**src/strip_map.svh**
```systemverilog
// Constants for the channel strip control block: field positions, defaults, timing.
// Assumes a 40 MHz ref_clk; timing figures are kept in their own unit and derived.
`ifndef STRIP_MAP_SVH
`define STRIP_MAP_SVH
// ==========================================
// Clock and timing
`define CLK_HZ 40000000
`define GAIN_IDLE_S 5
`define HOLD_S 2
`define LISTEN_S 10
`define GAIN_IDLE_CYC (`CLK_HZ * `GAIN_IDLE_S)
`define HOLD_CYC (`CLK_HZ * `HOLD_S)
`define LISTEN_CYC (`CLK_HZ * `LISTEN_S)
`define DTAP_CYC (`CLK_HZ / 4)
`define SHOW_CYC (`CLK_HZ / 2)
`define SLOW_FLASH_CYC (`CLK_HZ)
`define FAST_FLASH_CYC (`CLK_HZ / 2)
`define SLOW_BLINK_BIT 24
`define FAST_BLINK_BIT 21
// ==========================================
// Levels: 0..8 knob position, LED count = position+1
`define LEVEL_MAX 4'h8
`define LEVEL_DEFAULT 4'h5
`define LEVEL_UNITY 4'h4
`define NUM_CH 6
`define AUTO_CH_LAST 3'h5
`endif

```
**src/strip_pkg.sv**
```systemverilog
// Types for the channel strip control block.
// Assumes strip_map.svh constants are used for all figures.
package strip_pkg;
	// ==========================================
	// Per-channel stored settings
	typedef struct packed {
		logic [3:0] volume;
		logic [3:0] gain;
		logic mute;
		logic auto_set;
		logic [7:0] eq_comp_fx;
	} chan_set_t;
	// Knob controller modes
	typedef enum logic [2:0] {
		MODE_VOL = 3'b000,
		MODE_GAIN = 3'b001,
		MODE_LISTEN = 3'b010,
		MODE_SHOW = 3'b011,
		MODE_SLOW = 3'b100,
		MODE_FAST = 3'b101
	} knob_mode_t;
	// Ring LED colour drive
	typedef struct packed {
		logic [8:0] green;
		logic [8:0] white;
		logic red9;
	} ring_t;
endpackage : strip_pkg

```
**src/chan_store.sv**
```systemverilog
// Small settings memory: one chan_set_t word per channel, registered read.
// Assumes write and read addresses are in range.
`timescale 1ns/1ps
`include "strip_map.svh"
module chan_store #(
	parameter int DEPTH = `NUM_CH
) (
	// Clock and reset
	input wire logic ref_clk,
	input wire logic rst_n,
	// Write port
	input wire logic wr_en,
	input wire logic [2:0] wr_addr,
	input wire strip_pkg::chan_set_t wr_data,
	// Read port
	input wire logic [2:0] rd_addr,
	output strip_pkg::chan_set_t rd_data
);
	import strip_pkg::*;
	chan_set_t mem [DEPTH]; // One word per channel
	// ==========================================
	// Storage with defaults after reset
	always_ff @(posedge ref_clk or negedge rst_n) begin
		if (!rst_n) begin
			for (int i = 0; i < DEPTH; i++) begin
				mem[i] <= '{volume: `LEVEL_DEFAULT, gain: `LEVEL_DEFAULT, mute: 1'b0,
					auto_set: 1'b0, eq_comp_fx: 8'h00};
			end
		end else if (wr_en) begin
			mem[wr_addr] <= wr_data;
		end
	end
	// Registered read
	always_ff @(posedge ref_clk or negedge rst_n) begin
		if (!rst_n) begin
			rd_data <= '0;
		end else begin
			rd_data <= mem[rd_addr];
		end
	end
endmodule : chan_store

```
**src/strip_ctrl.sv**
```systemverilog
// Channel strip UI control: channel select, level knob modes, mute, auto-gain, LED ring.
// Assumes button/knob inputs are debounced single pulses from the same clock domain
// except the raw knob press level and clip pin, which are synchronised here.
// Behaviour
// - Exactly one channel selected, lit green.
// - Selecting a channel recalls its stored settings.
// - Knob defaults volume; tap enters gain mode.
// - Gain mode times out after five idle seconds.
// - Gain default is six ring LEDs.
// - Gain mode ninth LED white max, red clip.
// - Double tap mutes; any tap unmutes.
// - Two second hold enters auto-gain listening.
// - Listening: gain indicator solid, ring slow-flashes white.
// - Listening lasts ten seconds, then gain fixed.
// - Ring shows auto-gain position in real time.
// - Rotation ignored during listening.
// - Completion shows position, flashes slow, fast, returns.
// - Manual gain change discards auto-gain result.
// - New hold restarts auto-gain, overwriting result.
// - Auto-gain only on inputs one to six.
// - Volume off to max; unity is five LEDs.
// - Volume default is six ring LEDs.
// - Volume mode ninth LED green max, red clip.
`timescale 1ns/1ps
`include "strip_map.svh"
module strip_ctrl #(
	parameter int GAIN_IDLE_CYC = `GAIN_IDLE_CYC,
	parameter int HOLD_CYC = `HOLD_CYC,
	parameter int LISTEN_CYC = `LISTEN_CYC,
	parameter int DTAP_CYC = `DTAP_CYC,
	parameter int SHOW_CYC = `SHOW_CYC,
	parameter int SLOW_FLASH_CYC = `SLOW_FLASH_CYC,
	parameter int FAST_FLASH_CYC = `FAST_FLASH_CYC
) (
	// Clock and reset
	input wire logic ref_clk,
	input wire logic rst_n,
	// Channel buttons, one-cycle pulses
	input wire logic [`NUM_CH-1:0] chan_btn,
	// Level knob: raw press level, rotation pulses
	input wire logic knob_press,
	input wire logic knob_cw,
	input wire logic knob_ccw,
	// Other stored parameters of the selected channel, edited elsewhere
	input wire logic [7:0] edit_params,
	input wire logic edit_params_wr,
	// Auto-gain engine proposal and raw clip pin
	input wire logic [3:0] auto_gain_level,
	input wire logic clip_pin,
	// Panel outputs
	output logic [`NUM_CH-1:0] chan_led,
	output strip_pkg::ring_t ring,
	output logic gain_led_white,
	output logic vol_led_green,
	output logic vol_led_red,
	output logic overload_indicator,
	// Active values of the selected channel
	output strip_pkg::chan_set_t active,
	output logic listening
);
	import strip_pkg::*;
	// ==========================================
	// Synchronisers for asynchronous pins
	logic [1:0] press_sync; // Press level, two stages
	logic [1:0] clip_sync; // Clip level, two stages
	always_ff @(posedge ref_clk or negedge rst_n) begin
		if (!rst_n) begin
			press_sync <= 2'b00;
			clip_sync <= 2'b00;
		end else begin
			press_sync <= {press_sync[0], knob_press};
			clip_sync <= {clip_sync[0], clip_pin};
		end
	end
	logic pressed; // Stage-two press
	logic clipping; // Stage-two clip
	assign pressed = press_sync[1];
	assign clipping = clip_sync[1];
	// ==========================================
	// Press classification: tap, double tap, hold
	logic pressed_d; // Previous press level
	logic [31:0] hold_cnt; // Cycles held
	logic hold_fired; // Hold already acted on
	logic tap_pend; // First tap awaiting partner
	logic [31:0] dtap_cnt; // Double-tap window
	logic single_tap; // One-cycle pulses
	logic double_tap;
	logic hold_evt;
	logic release_evt;
	assign release_evt = pressed_d && !pressed;
	always_ff @(posedge ref_clk or negedge rst_n) begin
		if (!rst_n) begin
			pressed_d <= 1'b0;
			hold_cnt <= '0;
			hold_fired <= 1'b0;
		end else begin
			pressed_d <= pressed;
			// Count only while held; a hold acts once per press
			if (!pressed) begin
				hold_cnt <= '0;
				hold_fired <= 1'b0;
			end else if (hold_cnt == 32'(HOLD_CYC - 1)) begin
				hold_fired <= 1'b1;
				hold_cnt <= hold_cnt;
			end else if (!hold_fired) begin
				hold_cnt <= hold_cnt + 32'h1;
			end
		end
	end
	assign hold_evt = pressed && !hold_fired && (hold_cnt == 32'(HOLD_CYC - 1));
	// Tap pairing; a tap is a release that did not become a hold
	always_ff @(posedge ref_clk or negedge rst_n) begin
		if (!rst_n) begin
			tap_pend <= 1'b0;
			dtap_cnt <= '0;
		end else if (release_evt && !hold_fired) begin
			tap_pend <= !tap_pend;
			dtap_cnt <= '0;
		end else if (tap_pend) begin
			dtap_cnt <= dtap_cnt + 32'h1;
			if (dtap_cnt == 32'(DTAP_CYC - 1)) begin
				tap_pend <= 1'b0;
			end
		end
	end
	assign double_tap = release_evt && !hold_fired && tap_pend;
	// Single tap is declared when the window lapses unpartnered
	assign single_tap = tap_pend && (dtap_cnt == 32'(DTAP_CYC - 1)) && !(release_evt && !hold_fired);
	// ==========================================
	// Channel selection and recall
	logic [2:0] sel; // Selected channel index
	logic [2:0] btn_idx; // Decoded button
	logic btn_any;
	logic recall_pend; // Store read in flight
	chan_set_t rd_word; // Store read data
	logic store_wr; // Write-back of active values
	knob_mode_t mode; // Knob controller state, read by the selection lockout
	knob_mode_t next_mode;
	always_comb begin
		btn_idx = 3'h0;
		btn_any = 1'b0;
		// Lowest pressed button wins when several arrive together
		for (int i = `NUM_CH - 1; i >= 0; i--) begin
			if (chan_btn[i]) begin
				btn_idx = 3'(i);
				btn_any = 1'b1;
			end
		end
	end
	always_ff @(posedge ref_clk or negedge rst_n) begin
		if (!rst_n) begin
			sel <= 3'h0;
			recall_pend <= 1'b0;
		end else begin
			recall_pend <= btn_any && (mode != MODE_LISTEN);
			// Switching is locked out while listening so the result lands on its channel
			if (btn_any && (mode != MODE_LISTEN)) begin
				sel <= btn_idx;
			end
		end
	end
	// One-hot indicator, from a register
	always_ff @(posedge ref_clk or negedge rst_n) begin
		if (!rst_n) begin
			chan_led <= '0;
		end else begin
			for (int i = 0; i < `NUM_CH; i++) begin
				chan_led[i] <= (sel == 3'(i));
			end
		end
	end
	// Active values write back every cycle except on a channel switch and the recall cycle after it
	assign store_wr = !recall_pend && !(btn_any && (mode != MODE_LISTEN));
	chan_store #(
		.DEPTH(`NUM_CH)
	) i_chan_store (
		.ref_clk(ref_clk),
		.rst_n(rst_n),
		.wr_en(store_wr),
		.wr_addr(sel),
		.wr_data(active),
		.rd_addr(btn_any ? btn_idx : sel),
		.rd_data(rd_word)
	);
	// ==========================================
	// Mode machine
	logic [31:0] mode_cnt; // Idle, listen and flash timing
	logic rotate;
	assign rotate = knob_cw || knob_ccw;
	assign listening = (mode == MODE_LISTEN);
	always_comb begin
		next_mode = mode;
		case (mode)
			MODE_VOL: begin
				if (hold_evt && sel <= `AUTO_CH_LAST) begin
					next_mode = MODE_LISTEN;
				end else if (single_tap && !active.mute) begin
					next_mode = MODE_GAIN;
				end
			end
			MODE_GAIN: begin
				if (hold_evt && sel <= `AUTO_CH_LAST) begin
					next_mode = MODE_LISTEN;
				end else if (single_tap && !active.mute) begin
					next_mode = MODE_VOL;
				end else if (!rotate && mode_cnt == 32'(GAIN_IDLE_CYC - 1)) begin
					next_mode = MODE_VOL;
				end
			end
			MODE_LISTEN: begin
				if (hold_evt) begin
					next_mode = MODE_LISTEN;
				end else if (mode_cnt == 32'(LISTEN_CYC - 1)) begin
					next_mode = MODE_SHOW;
				end
			end
			MODE_SHOW: begin
				if (mode_cnt == 32'(SHOW_CYC - 1)) begin
					next_mode = MODE_SLOW;
				end
			end
			MODE_SLOW: begin
				if (mode_cnt == 32'(SLOW_FLASH_CYC - 1)) begin
					next_mode = MODE_FAST;
				end
			end
			MODE_FAST: begin
				if (mode_cnt == 32'(FAST_FLASH_CYC - 1)) begin
					next_mode = MODE_VOL;
				end
			end
			default: begin
				next_mode = MODE_VOL;
			end
		endcase
		// Channel change drops back to volume view
		if (btn_any && mode != MODE_LISTEN) begin
			next_mode = MODE_VOL;
		end
	end
	always_ff @(posedge ref_clk or negedge rst_n) begin
		if (!rst_n) begin
			mode <= MODE_VOL;
		end else begin
			mode <= next_mode;
		end
	end
	// Shared timer: restarts on entry, and on knob activity in gain mode
	always_ff @(posedge ref_clk or negedge rst_n) begin
		if (!rst_n) begin
			mode_cnt <= '0;
		end else if (next_mode != mode || hold_evt) begin
			mode_cnt <= '0;
		end else if (mode == MODE_GAIN && (rotate || release_evt || pressed)) begin
			mode_cnt <= '0;
		end else begin
			mode_cnt <= mode_cnt + 32'h1;
		end
	end
	// ==========================================
	// Active values: recall, knob edits, mute, auto-gain
	always_ff @(posedge ref_clk or negedge rst_n) begin
		if (!rst_n) begin
			active <= '{volume: `LEVEL_DEFAULT, gain: `LEVEL_DEFAULT, mute: 1'b0,
				auto_set: 1'b0, eq_comp_fx: 8'h00};
		end else if (recall_pend) begin
			active <= rd_word;
		end else begin
			if (edit_params_wr) begin
				active.eq_comp_fx <= edit_params;
			end
			// Mute toggles: double tap mutes, any tap unmutes
			if (active.mute && (single_tap || double_tap)) begin
				active.mute <= 1'b0;
			end else if (double_tap && (mode == MODE_VOL || mode == MODE_GAIN)) begin
				active.mute <= 1'b1;
			end
			if (mode == MODE_LISTEN) begin
				active.gain <= (auto_gain_level > `LEVEL_MAX) ? `LEVEL_MAX : auto_gain_level;
				active.auto_set <= 1'b1;
			end else if (mode == MODE_GAIN && rotate) begin
				active.auto_set <= 1'b0;
				if (knob_cw && active.gain < `LEVEL_MAX) begin
					active.gain <= active.gain + 4'h1;
				end else if (knob_ccw && active.gain != 4'h0) begin
					active.gain <= active.gain - 4'h1;
				end
			end else if (mode == MODE_VOL && rotate) begin
				// Position 0 is off, position 8 is the top of the range
				if (knob_cw && active.volume < `LEVEL_MAX) begin
					active.volume <= active.volume + 4'h1;
				end else if (knob_ccw && active.volume != 4'h0) begin
					active.volume <= active.volume - 4'h1;
				end
			end
		end
	end
	// ==========================================
	// Blink sources
	logic [`SLOW_BLINK_BIT:0] blink_cnt; // Free-running phase
	always_ff @(posedge ref_clk or negedge rst_n) begin
		if (!rst_n) begin
			blink_cnt <= '0;
		end else begin
			blink_cnt <= blink_cnt + 1'b1;
		end
	end
	logic slow_on;
	logic fast_on;
	assign slow_on = !blink_cnt[`SLOW_BLINK_BIT];
	assign fast_on = !blink_cnt[`FAST_BLINK_BIT];
	// Bar decode used for both colours
	function automatic logic [8:0] bar(input logic [3:0] pos);
		logic [8:0] b;
		b = '0;
		for (int i = 0; i < 9; i++) begin
			b[i] = (4'(i) <= pos);
		end
		return b;
	endfunction : bar
	// ==========================================
	// LED drive, registered
	always_ff @(posedge ref_clk or negedge rst_n) begin
		if (!rst_n) begin
			ring <= '0;
			gain_led_white <= 1'b0;
			vol_led_green <= 1'b0;
			vol_led_red <= 1'b0;
			overload_indicator <= 1'b0;
		end else begin
			ring <= '0;
			gain_led_white <= (mode != MODE_VOL);
			vol_led_green <= (mode == MODE_VOL) && !active.mute;
			vol_led_red <= active.mute;
			overload_indicator <= clipping;
			case (mode)
				MODE_VOL: begin
					if (!active.mute || slow_on) begin
						ring.green <= bar(active.volume);
					end
					ring.red9 <= clipping;
					if (clipping) begin
						ring.green[8] <= 1'b0;
					end
				end
				MODE_GAIN: begin
					if (!active.mute || slow_on) begin
						ring.white <= bar(active.gain);
					end
					ring.red9 <= clipping;
					if (clipping) begin
						ring.white[8] <= 1'b0;
					end
				end
				MODE_LISTEN: begin
					if (slow_on) begin
						ring.white <= bar(active.gain);
					end
				end
				MODE_SHOW: begin
					ring.white <= bar(active.gain);
				end
				MODE_SLOW: begin
					ring.white <= slow_on ? 9'h1ff : 9'h000;
				end
				MODE_FAST: begin
					ring.white <= fast_on ? 9'h1ff : 9'h000;
				end
				default: begin
					ring <= '0;
				end
			endcase
		end
	end
endmodule : strip_ctrl

```
**config.mk**
```make
export PLATFORM = sky130hd
export DESIGN_NAME = strip_ctrl
export DESIGN_NICKNAME = d
export VERILOG_FILES = /design/src/strip_pkg.sv /design/src/chan_store.sv /design/src/strip_ctrl.sv
export VERILOG_INCLUDE_DIRS = /design/src
export SDC_FILE = /design/constraint.sdc
export NUM_CORES = 1
export LEC_CHECK = 0
export BUFFER_PORTS_ARGS = -buffer_cell sky130_fd_sc_hd__buf_2
export CAP_MARGIN = 20
export CORE_MARGIN = 2
export CORE_UTILIZATION = 35
export CTS_CLUSTER_DIAMETER = 200
export DETAILED_ROUTE_END_ITERATION = 8
export MAX_ROUTING_LAYER = met4
export SLEW_MARGIN = 20
export SYNTH_ARGS = -nofsm -noshare
export SYNTH_HDL_FRONTEND = slang
export SYNTH_SLANG_ARGS = --single-unit
export TNS_END_PERCENT = 50
```
**constraint.sdc**
```tcl
create_clock -name ref_clk -period 3.46 [get_ports ref_clk]
set_input_delay 0.519 -clock ref_clk [delete_from_list [all_inputs] [get_ports ref_clk]]
set_output_delay 0.519 -clock ref_clk [all_outputs]
set_load 0.05 [all_outputs]
```
### Word-level counts from Yosys, hierarchy flattened

Index checks and enable logic that the tools add are counted.

* output and inout port bits: 48
* logic and storage cells: 242
* input bits: 25
* register bits after elaboration: 308

* bitwise gates (word level): 2
* eq/ne operators: 23
* reductions and logical operators: 55
* multiplexer cells: 69
* $lt $le $gt $ge: 25
* add/sub/neg operators: 8

Operator list (count)
* 32-bit 2-to-1 mux: 7
* 108-bit bitwise mux: 1
* 32-bit by 1-bit adder with 32-bit output (second input constant): 3
* 18-bit 2-to-1 mux: 4
* 18-bit binary-select mux with 3-bit select: 1
* 18-bit demux with 3-bit select: 1
* 3-bit 2-to-1 mux: 18
* 9-bit 2-to-1 mux: 6
* 9-bit case mux with 5 select lines: 1
* 4-bit 2-to-1 mux: 10
* 32-bit by 24-bit == test with 1-bit output (second input constant): 1
* 32-bit by 25-bit == test with 1-bit output (second input constant): 1
* 32-bit by 26-bit == test with 1-bit output (second input constant): 1
* 32-bit by 27-bit == test with 1-bit output (second input constant): 1
* 32-bit by 28-bit == test with 1-bit output (second input constant): 1
* 32-bit by 29-bit == test with 1-bit output (second input constant): 1
* 3-bit by 4-bit <= comparator with 1-bit output (first input constant): 8
* 25-bit by 1-bit adder with 25-bit output (second input constant): 1
* 1-bit logical AND: 23
* 1-bit 2-to-1 mux: 18
* 3-bit case mux with 6 select lines: 1
* 1-bit by 4-bit <= comparator with 1-bit output (first input constant): 4
* 2-bit by 4-bit <= comparator with 1-bit output (first input constant): 4
* 3-bit by 2-bit == test with 1-bit output (second input constant): 4
* other kinds (25): 61

### Depth between registers and ports, before layout

Gate-level depths: netlist (run 1).

* depth after elaboration: 13
* gate-level depth with buffers: 11
* depth with buffers taken out: 9

### Modules after synthesis

Synthesis (run 1) repeated with hierarchy kept, for this count alone.

* cell total of the unflattened synthesis: 1357
* area, all modules: 15094.5 um^2

By module, submodules not included
* strip_ctrl: cells an instance 1000, area an instance 9599.2 um^2, seq. area each 4559.4 um^2, times used 1
* chan_store: cells an instance 357, area an instance 5495.3 um^2, seq. area each 3183.1 um^2, times used 1

### Worst setup path after synthesis (run 1)

No wires, ideal clock.

* path type: in2reg
* start: in chan_btn[0]
* end: reg i_chan_store.mem[54] (netlist bit)
* required time: 3335 ps
* stages: 9
* path slack: 715 ps
* arrival time: 2620 ps
* path buffers: 1
* path through: or4_4 -> nand2b_1 -> nand2_2 -> inv_1 -> nor3_1 -> nand2_1 -> nor2_2 -> buf_4 -> mux2_2

* word-level cells in the longest chain between the ends: 4

Ends and longest elaborated chain
* start, declared: RTL line strip_ctrl.sv:39 `` input wire logic [`NUM_CH-1:0] chan_btn, ``
* 1-bit 2-to-1 mux: RTL line strip_ctrl.sv:144 `if (chan_btn[i]) begin`
* 1-bit logical AND: RTL line strip_ctrl.sv:173 `assign store_wr = !recall_pend && !(btn_any && (mode != MODE_LISTEN));`
* 1-bit zero test: RTL line strip_ctrl.sv:173
* 1-bit logical AND: RTL line strip_ctrl.sv:173
* end signal, assigned by index: RTL line chan_store.sv:26 `` mem[i] <= '{volume: `LEVEL_DEFAULT, gain: `LEVEL_DEFAULT, mute: 1'b0, ``
* end signal, assigned by index: RTL line chan_store.sv:30 `mem[wr_addr] <= wr_data;`
* end, declared: RTL line chan_store.sv:20 `chan_set_t mem [DEPTH];`

Every way passes these cells.
A chain may end at the register's enable or synchronous reset.

### Worst setup path after layout (run 1)

* start: reg dtap_cnt[25]
* end: reg mode_cnt[31]

* word-level cells in the longest chain between the ends: 11

Ends and longest elaborated chain
* start, declared: RTL line strip_ctrl.sv:85 `logic [31:0] dtap_cnt;`
* start signal, assigned: RTL line strip_ctrl.sv:120 `dtap_cnt <= dtap_cnt + 32'h1;`
* 32-bit by 24-bit == test with 1-bit output *: RTL line strip_ctrl.sv:128 `assign single_tap = tap_pend && (dtap_cnt == 32'(DTAP_CYC - 1)) && !(release_evt && !hold_fired);`
* 1-bit logical AND * (2 in a row): RTL line strip_ctrl.sv:128
* 1-bit logical AND *: RTL line strip_ctrl.sv:197, strip_ctrl.sv:204
* 3-bit 2-to-1 mux (on tied branches): RTL line strip_ctrl.sv:204, strip_ctrl.sv:197
* 3-bit 2-to-1 mux (on tied branches): RTL line strip_ctrl.sv:202, strip_ctrl.sv:195
* 3-bit case mux with 6 select lines *: RTL line strip_ctrl.sv:193 `case (mode)`
* 3-bit 2-to-1 mux *: RTL line strip_ctrl.sv:237 `if (btn_any && mode != MODE_LISTEN) begin`
* 3-bit inequality test *: RTL line strip_ctrl.sv:252 `end else if (next_mode != mode || hold_evt) begin`
* 1-bit logical OR *: RTL line strip_ctrl.sv:252
* 32-bit 2-to-1 mux *: RTL line strip_ctrl.sv:252
* end signal, assigned: RTL line strip_ctrl.sv:257 `mode_cnt <= mode_cnt + 32'h1;`
* end, declared: RTL line strip_ctrl.sv:187 `logic [31:0] mode_cnt;`

Every way passes the cells marked *; elsewhere a longest branch is shown, timed or not.

==> results.md, run 1 <==
- CTS HTree Levels: 2
- Setup TNS: 0 ps
- Crit-path leading delay family: simple AND/OR/NAND/NOR gates
- Layout Area Growth over Synthesis: 15.9%
- CP Max Fanout: 32
- Worst-path clk slew: 60 ps
- CTS tree: built
- DR vias: 9974
- Initial antenna violation count: 1
- Relative slew slack: 36.7%
- Critical path, cell by cell: nor4_1 -> nand3_1 -> nor4b_1 -> xnor2_1 -> a211oi_1 -> or4_2 -> buf_4 -> a21oi_1
- # setup viols final: 0
- Grt ovf: 0
- Vias in the first global route: 10092
- Met2 global-route usage: 24.1%
- Die extent in x: 207 um
- Largest net degree at the start of global routing: 112
- CTS Buffer Depth: 3
- CP Buf/Inv Count: 1
- P per Cell Area: 506 nW/um2
- Drt wl/cell: 16.9 um
- Fillers: 3920
- Chip height: 207 um
- Status: finished, final reports clean
- Initial DRC count: 637
- Final Cycle Share: 92.1%
- Drt total wl: 32.7 mm
- Top_reg_cell synth: dfrtp_1
- Global routing usage on met3: 3.34%
- Post-route ant nets: 0
- Final core occ: 41.0%
- Hold Vio Cnt, Final: 0
- CP endpoint kind: flop
- Pre-antenna DRT Iters: 5
- Total power: 8.47 mW
- Cts repair resizes: 0
- FMAX: 314 MHz
- Most common cell after layout, fill and taps aside: dfrtp_1
- Yosys warnings: 0
- Critical path arrival: 3630 ps
- Synth async-reset ratio: 100%
- Max-cap violations: 0
- Clk_lat worst skew: 540 ps
- Type of origin of the critical path: flop
- Worst path slowest cell: or4_2
- Critical path type: flop to flop
- Rows: 74
- Root cell of the clock tree: clkbuf_16
- Synthesized area: 14400 um2
- Io pins: 73
- Sequential area share after synthesis: 53.7%
- Min setup slack post-route: 272 ps
- Post-Place Worst Slack: 303 ps
- Fin. max-slew vios: 0
- Unrepaired setup endpoints after global routing: false
- Met1 usage in global routing: 22.5%
- Pleak: 7.63 nW
- Reg area: 7740 um2
- Post-synth EDFFs: 0
- ANT cells: 0
- Worst EP required: 3900 ps
- Net Count, Synth: 1330
- Worst hold path type: input port to async pin
- Min Tclk post-route: 3190 ps
- Detailed placer's ending HPWL: 21.6 mm
- Syn_area_per_cell: 11.2 um2
- Area of the multi-input gates: 6340 um2
- Worst-Margin Slew: 950 ps
- Layout cells sized above 1: 26.1%
- Max Clock Skew: 20.1 ps
- Hold slack: 12.9 ps
- Nets: 1416
- Port Buffers: 72
- Syn Inst Count: 1293
- Layer with the highest usage: met2
- Initial Util: 35.4%
- Clk sinks: 308
- All-layer global routing usage: 16.3%
- Worst vdd ir: 0.284 mV
- Residual DRC: 0
- Total CTS buffers: 37
- Placer congestion estimate: 0.865
- Commonest non-fill, non-tap cells in the layout: 280 x dfrtp_1, 125 x mux2_2, 91 x nor2_1
- Via-to-Cell Ratio: 5.14
- First-pass GRT wire length: 53.6 mm
- Post-CTS setup buffer count: 0
- Core ar.: 40700 um2
- Die area: 42800 um2
- Register bit count reported by yosys: 308
- CTS Hold Bufs: 0
- Critical Path Max Stage Delay: 660 ps
- Cell variety after synth: 64
- Reg2Reg Setup Slack: 270 ps
==> power breakdown <==
part	switching, mW	internal (mW)	leakage (nW)
Clock	1.53	2.34	0.606
Combinational	0.470	0.243	2.94
Sequential	0.153	3.73	4.08
Total	2.15	6.31	7.63
==> routing by layer <==
metal | up-vias | wire length, um
met3 | 44 | 1750
met5 | - | 0
met2 | 205 | 14600
met1 | 5009 | 15600
li1 | 4716 | -
met4 | 0 | 786
==> state kept, by name (all words and copies together), names as in the netlist, 2 cells and up <==
name	count
sel	3
blink_cnt	25
i_chan_store.mem	108
mode_cnt	32
dtap_cnt	32
clip_sync	2
chan_led	6
press_sync	2
hold_cnt	32
active	18
ring	19
i_chan_store.rd_data	18
mode	3
==> through the flow <==
step,cell area (um2),std cells
6_report,16700,1939
5_1_grt,16700,1939
4_1_cts,16700,1939
3_5_place_dp,15500,1872
3_3_place_gp,15500,1872
2_1_floorplan,14400,1293
==> final timing paths <==
kind	startpoint	endpoint	cells after the start
min in group ref_clk	clip_pin	clip_sync[0]	1
max in group asynchronous	rst_n	i_chan_store.mem[66]	2
max reg2reg	dtap_cnt[25]	mode_cnt[31]	8
min reg2reg	press_sync[0]	press_sync[1]	0
max	dtap_cnt[25]	mode_cnt[31]	8
min	rst_n	hold_cnt[14]	1
==> layout make-up <==
class                           count  share of cell area [%]
Clock buffer                       49                    6.17
Sequential cell                   308                    46.3
Tap cell                          532                    3.98
Inverter                           27                   0.606
Multi-Input combinational cell    900                    37.9
Timing Repair Buffer              105                    3.85
Clock inverter                     18                    1.16
==> synth_stat cells, drive strengths merged (18+ instances only) <==
cell,instances,share of area [%]
buf,24,0.98
clkbuf,34,0.88
dfstp,28,5.1
nor2,92,2.4
o21ai,52,1.8
a21oi,95,4.1
nand3,37,1.3
mux2,125,9.8
a22oi,18,0.94
nor3,29,1.0
nand4,34,1.5
mux2i,31,2.2
and2,34,1.5
and3,24,1.0
inv,27,0.70
nand2,91,2.4
dfrtp,280,49
xor2,49,3.0
xnor2,67,4.1
==> kinds of logic after synthesis <==
group / Yosys count / synth area share, %
compound gates: 193 / 8.29
mux: 156 / 11.9
flops: 308 / 53.7
buf+inv: 85 / 2.57
fa+ha+maj: 12 / 1.04
xor+xnor: 116 / 7.04
simple gates: 423 / 15.5
No activity file was read; power rests on OpenSTA's default activity.
==> run 2, diff against run 1 <==
--- a/config.mk
+++ b/config.mk
@@ -10,9 +10,11 @@
 export CAP_MARGIN = 20
 export CORE_MARGIN = 2
 export CORE_UTILIZATION = 35
+export CTS_BUF_LIST = sky130_fd_sc_hd__clkbuf_4 sky130_fd_sc_hd__clkbuf_8 sky130_fd_sc_hd__clkbuf_16
 export CTS_CLUSTER_DIAMETER = 200
 export DETAILED_ROUTE_END_ITERATION = 8
 export MAX_ROUTING_LAYER = met4
+export SETUP_SLACK_MARGIN = 0.2
 export SLEW_MARGIN = 20
 export SYNTH_ARGS = -nofsm -noshare
 export SYNTH_HDL_FRONTEND = slang
==> run 2 against run 1 <==
Via count decreased by 0.14%. Fmax up 5.0%. Critical path type unchanged. Combinational power barely moved. Sequential cell count unchanged. Design area grew 0.17%. Highest routed layer unchanged. Sequential power is essentially flat. Total power rose by 0.61%. Count of clock-buffer cells in the layout unchanged. Critical path depth is the same. Non-clock buffer count did not move.
==> results.md, run 2 (same netlist as run 1, synthesis figures left out) <==
- Status: finished, final reports clean
- Core ar.: 40700 um2
- Max Clock Skew: 23.0 ps
- CP endpoint kind: flop
- Clk sinks: 308
- Die area: 42800 um2
- Initial DRC count: 702
- ANT cells: 0
- Port Buffers: 72
- Largest Register: i_chan_store.mem
- Layout Area Growth over Synthesis: 16.1%
- Drt wl/cell: 16.9 um
- All-layer global routing usage: 16.3%
- Root cell of the clock tree: clkbuf_16
- Die extent in x: 207 um
- Min Tclk post-route: 3040 ps
- P per Cell Area: 509 nW/um2
- Post-CTS setup buffer count: 0
- Design Area, Final: 16700 um2
- Cts repair resizes: 0
- Hold slack: 10.4 ps
- Grt ovf: 0
- Relative slew slack: 35.8%
- Critical path arrival: 3480 ps
- CTS Buffer Depth: 3
- Global routing usage on met3: 3.30%
- Critical Path Max Stage Delay: 660 ps
- Max-cap violations: 0
- Type of origin of the critical path: flop
- Nets: 1416
- Placer congestion estimate: 0.865
- Worst-path clk slew: 60 ps
- Io pins: 73
- Via-to-Cell Ratio: 5.14
- Non-Filler Instances: 1939
- Critical path, cell by cell: nor4_1 -> nand3_1 -> nor4b_2 -> xnor2_1 -> a211oi_1 -> or4_2 -> buf_4 -> a21oi_2
- Worst path slowest cell: or4_2
- Post-route ant nets: 0
- Hold Vio Cnt, Final: 0
- CTS Hold Bufs: 0
- Worst-Margin Slew: 962 ps
- Initial antenna violation count: 1
- Met2 global-route usage: 24.2%
- Worst hold path type: input port to async pin
- Setup TNS: 0 ps
- Placed Area: 15500 um2
- CTS HTree Levels: 2
- Largest net degree at the start of global routing: 112
- Rows: 74
- Final Cycle Share: 87.7%
- Drt total wl: 32.8 mm
- Layout cells sized above 1: 26.6%
- Residual DRC: 0
- Worst vdd ir: 0.283 mV
- CTS tree: built
- Fin. max-slew vios: 0
- Pre-antenna DRT Iters: 4
- Vias in the first global route: 10094
- Met1 usage in global routing: 22.4%
- DR vias: 9960
- Worst EP required: 3900 ps
- CP Max Fanout: 32
- Post-Place Cells: 1872
- Initial Util: 35.4%
- Clk_lat worst skew: 540 ps
- Chip height: 207 um
- Unrepaired setup endpoints after global routing: false
- Max FFs per register: 108
- Critical path type: flop to flop
- Detailed placer's ending HPWL: 21.6 mm
- FMAX: 329 MHz
- # setup viols final: 0
- Layer with the highest usage: met2
- First-pass GRT wire length: 53.7 mm
- Commonest non-fill, non-tap cells in the layout: 280 x dfrtp_1, 125 x mux2_2, 91 x nor2_1
- Pleak: 7.65 nW
- Most common cell after layout, fill and taps aside: dfrtp_1
- Total CTS buffers: 37
[run 2: path summary, 6_finish.rpt]
check | start | end | slack, ps | cells past startpoint
min | rst_n | hold_cnt[14] | 10 | 1
min in group ref_clk | clip_pin | clip_sync[0] | 100 | 1
max reg2reg | dtap_cnt[25] | mode_cnt[3] | 420 | 8
max in group asynchronous | rst_n | i_chan_store.mem[66] | 2480 | 2
min reg2reg | press_sync[0] | press_sync[1] | 380 | 0
max | dtap_cnt[25] | mode_cnt[3] | 420 | 8
[run 2: layout make-up]
cell class,count,area (um2)
Fill cell,3912,24000
Sequential cell,308,7740
Multi-Input combinational cell,900,6340
Clock buffer,49,1050
Tap cell,532,666
Timing Repair Buffer,105,643
Clock inverter,18,194
Inverter,27,101
[run 2: power by group]
group	internal, mW	switching, mW	leakage, nW
combinational	0.243	0.470	2.94
sequential	3.73	0.154	4.08
clock	2.39	1.54	0.627
total	6.36	2.16	7.65
[run 2: critical path: cells and delay by family, from the launching register on]
| kind | cells | cell delay [ps] |
|---|---|---|
| AOI/OAI and AO/OA | 2 | 320 |
| xor gates and xnor gates | 1 | 170 |
| buffers and inverters | 1 | 310 |
| DFF | 1 | 400 |
| and+or+nand+nor | 4 | 1720 |
[run 2: layer usage]
| layer | wire [um] | vias up |
|---|---|---|
| met5 | 0 | - |
| met2 | 14500 | 199 |
| met3 | 1660 | 44 |
| met1 | 15800 | 5000 |
| met4 | 787 | 0 |
| li1 | - | 4717 |
[run 2: per-stage QoR]
| step | utilization [%] | setup WS [ps] | power (mW) |
|---|---|---|---|
| 2_1_floorplan | - | 715 | 4.38 |
| 3_3_place_gp | 38.0 | 283 | 4.64 |
| 3_5_place_dp | 38.0 | 303 | 4.66 |
| 4_1_cts | 41.1 | 263 | 8.64 |
| 5_1_grt | 41.1 | 246 | 8.89 |
| 6_report | 41.1 | 425 | 8.52 |
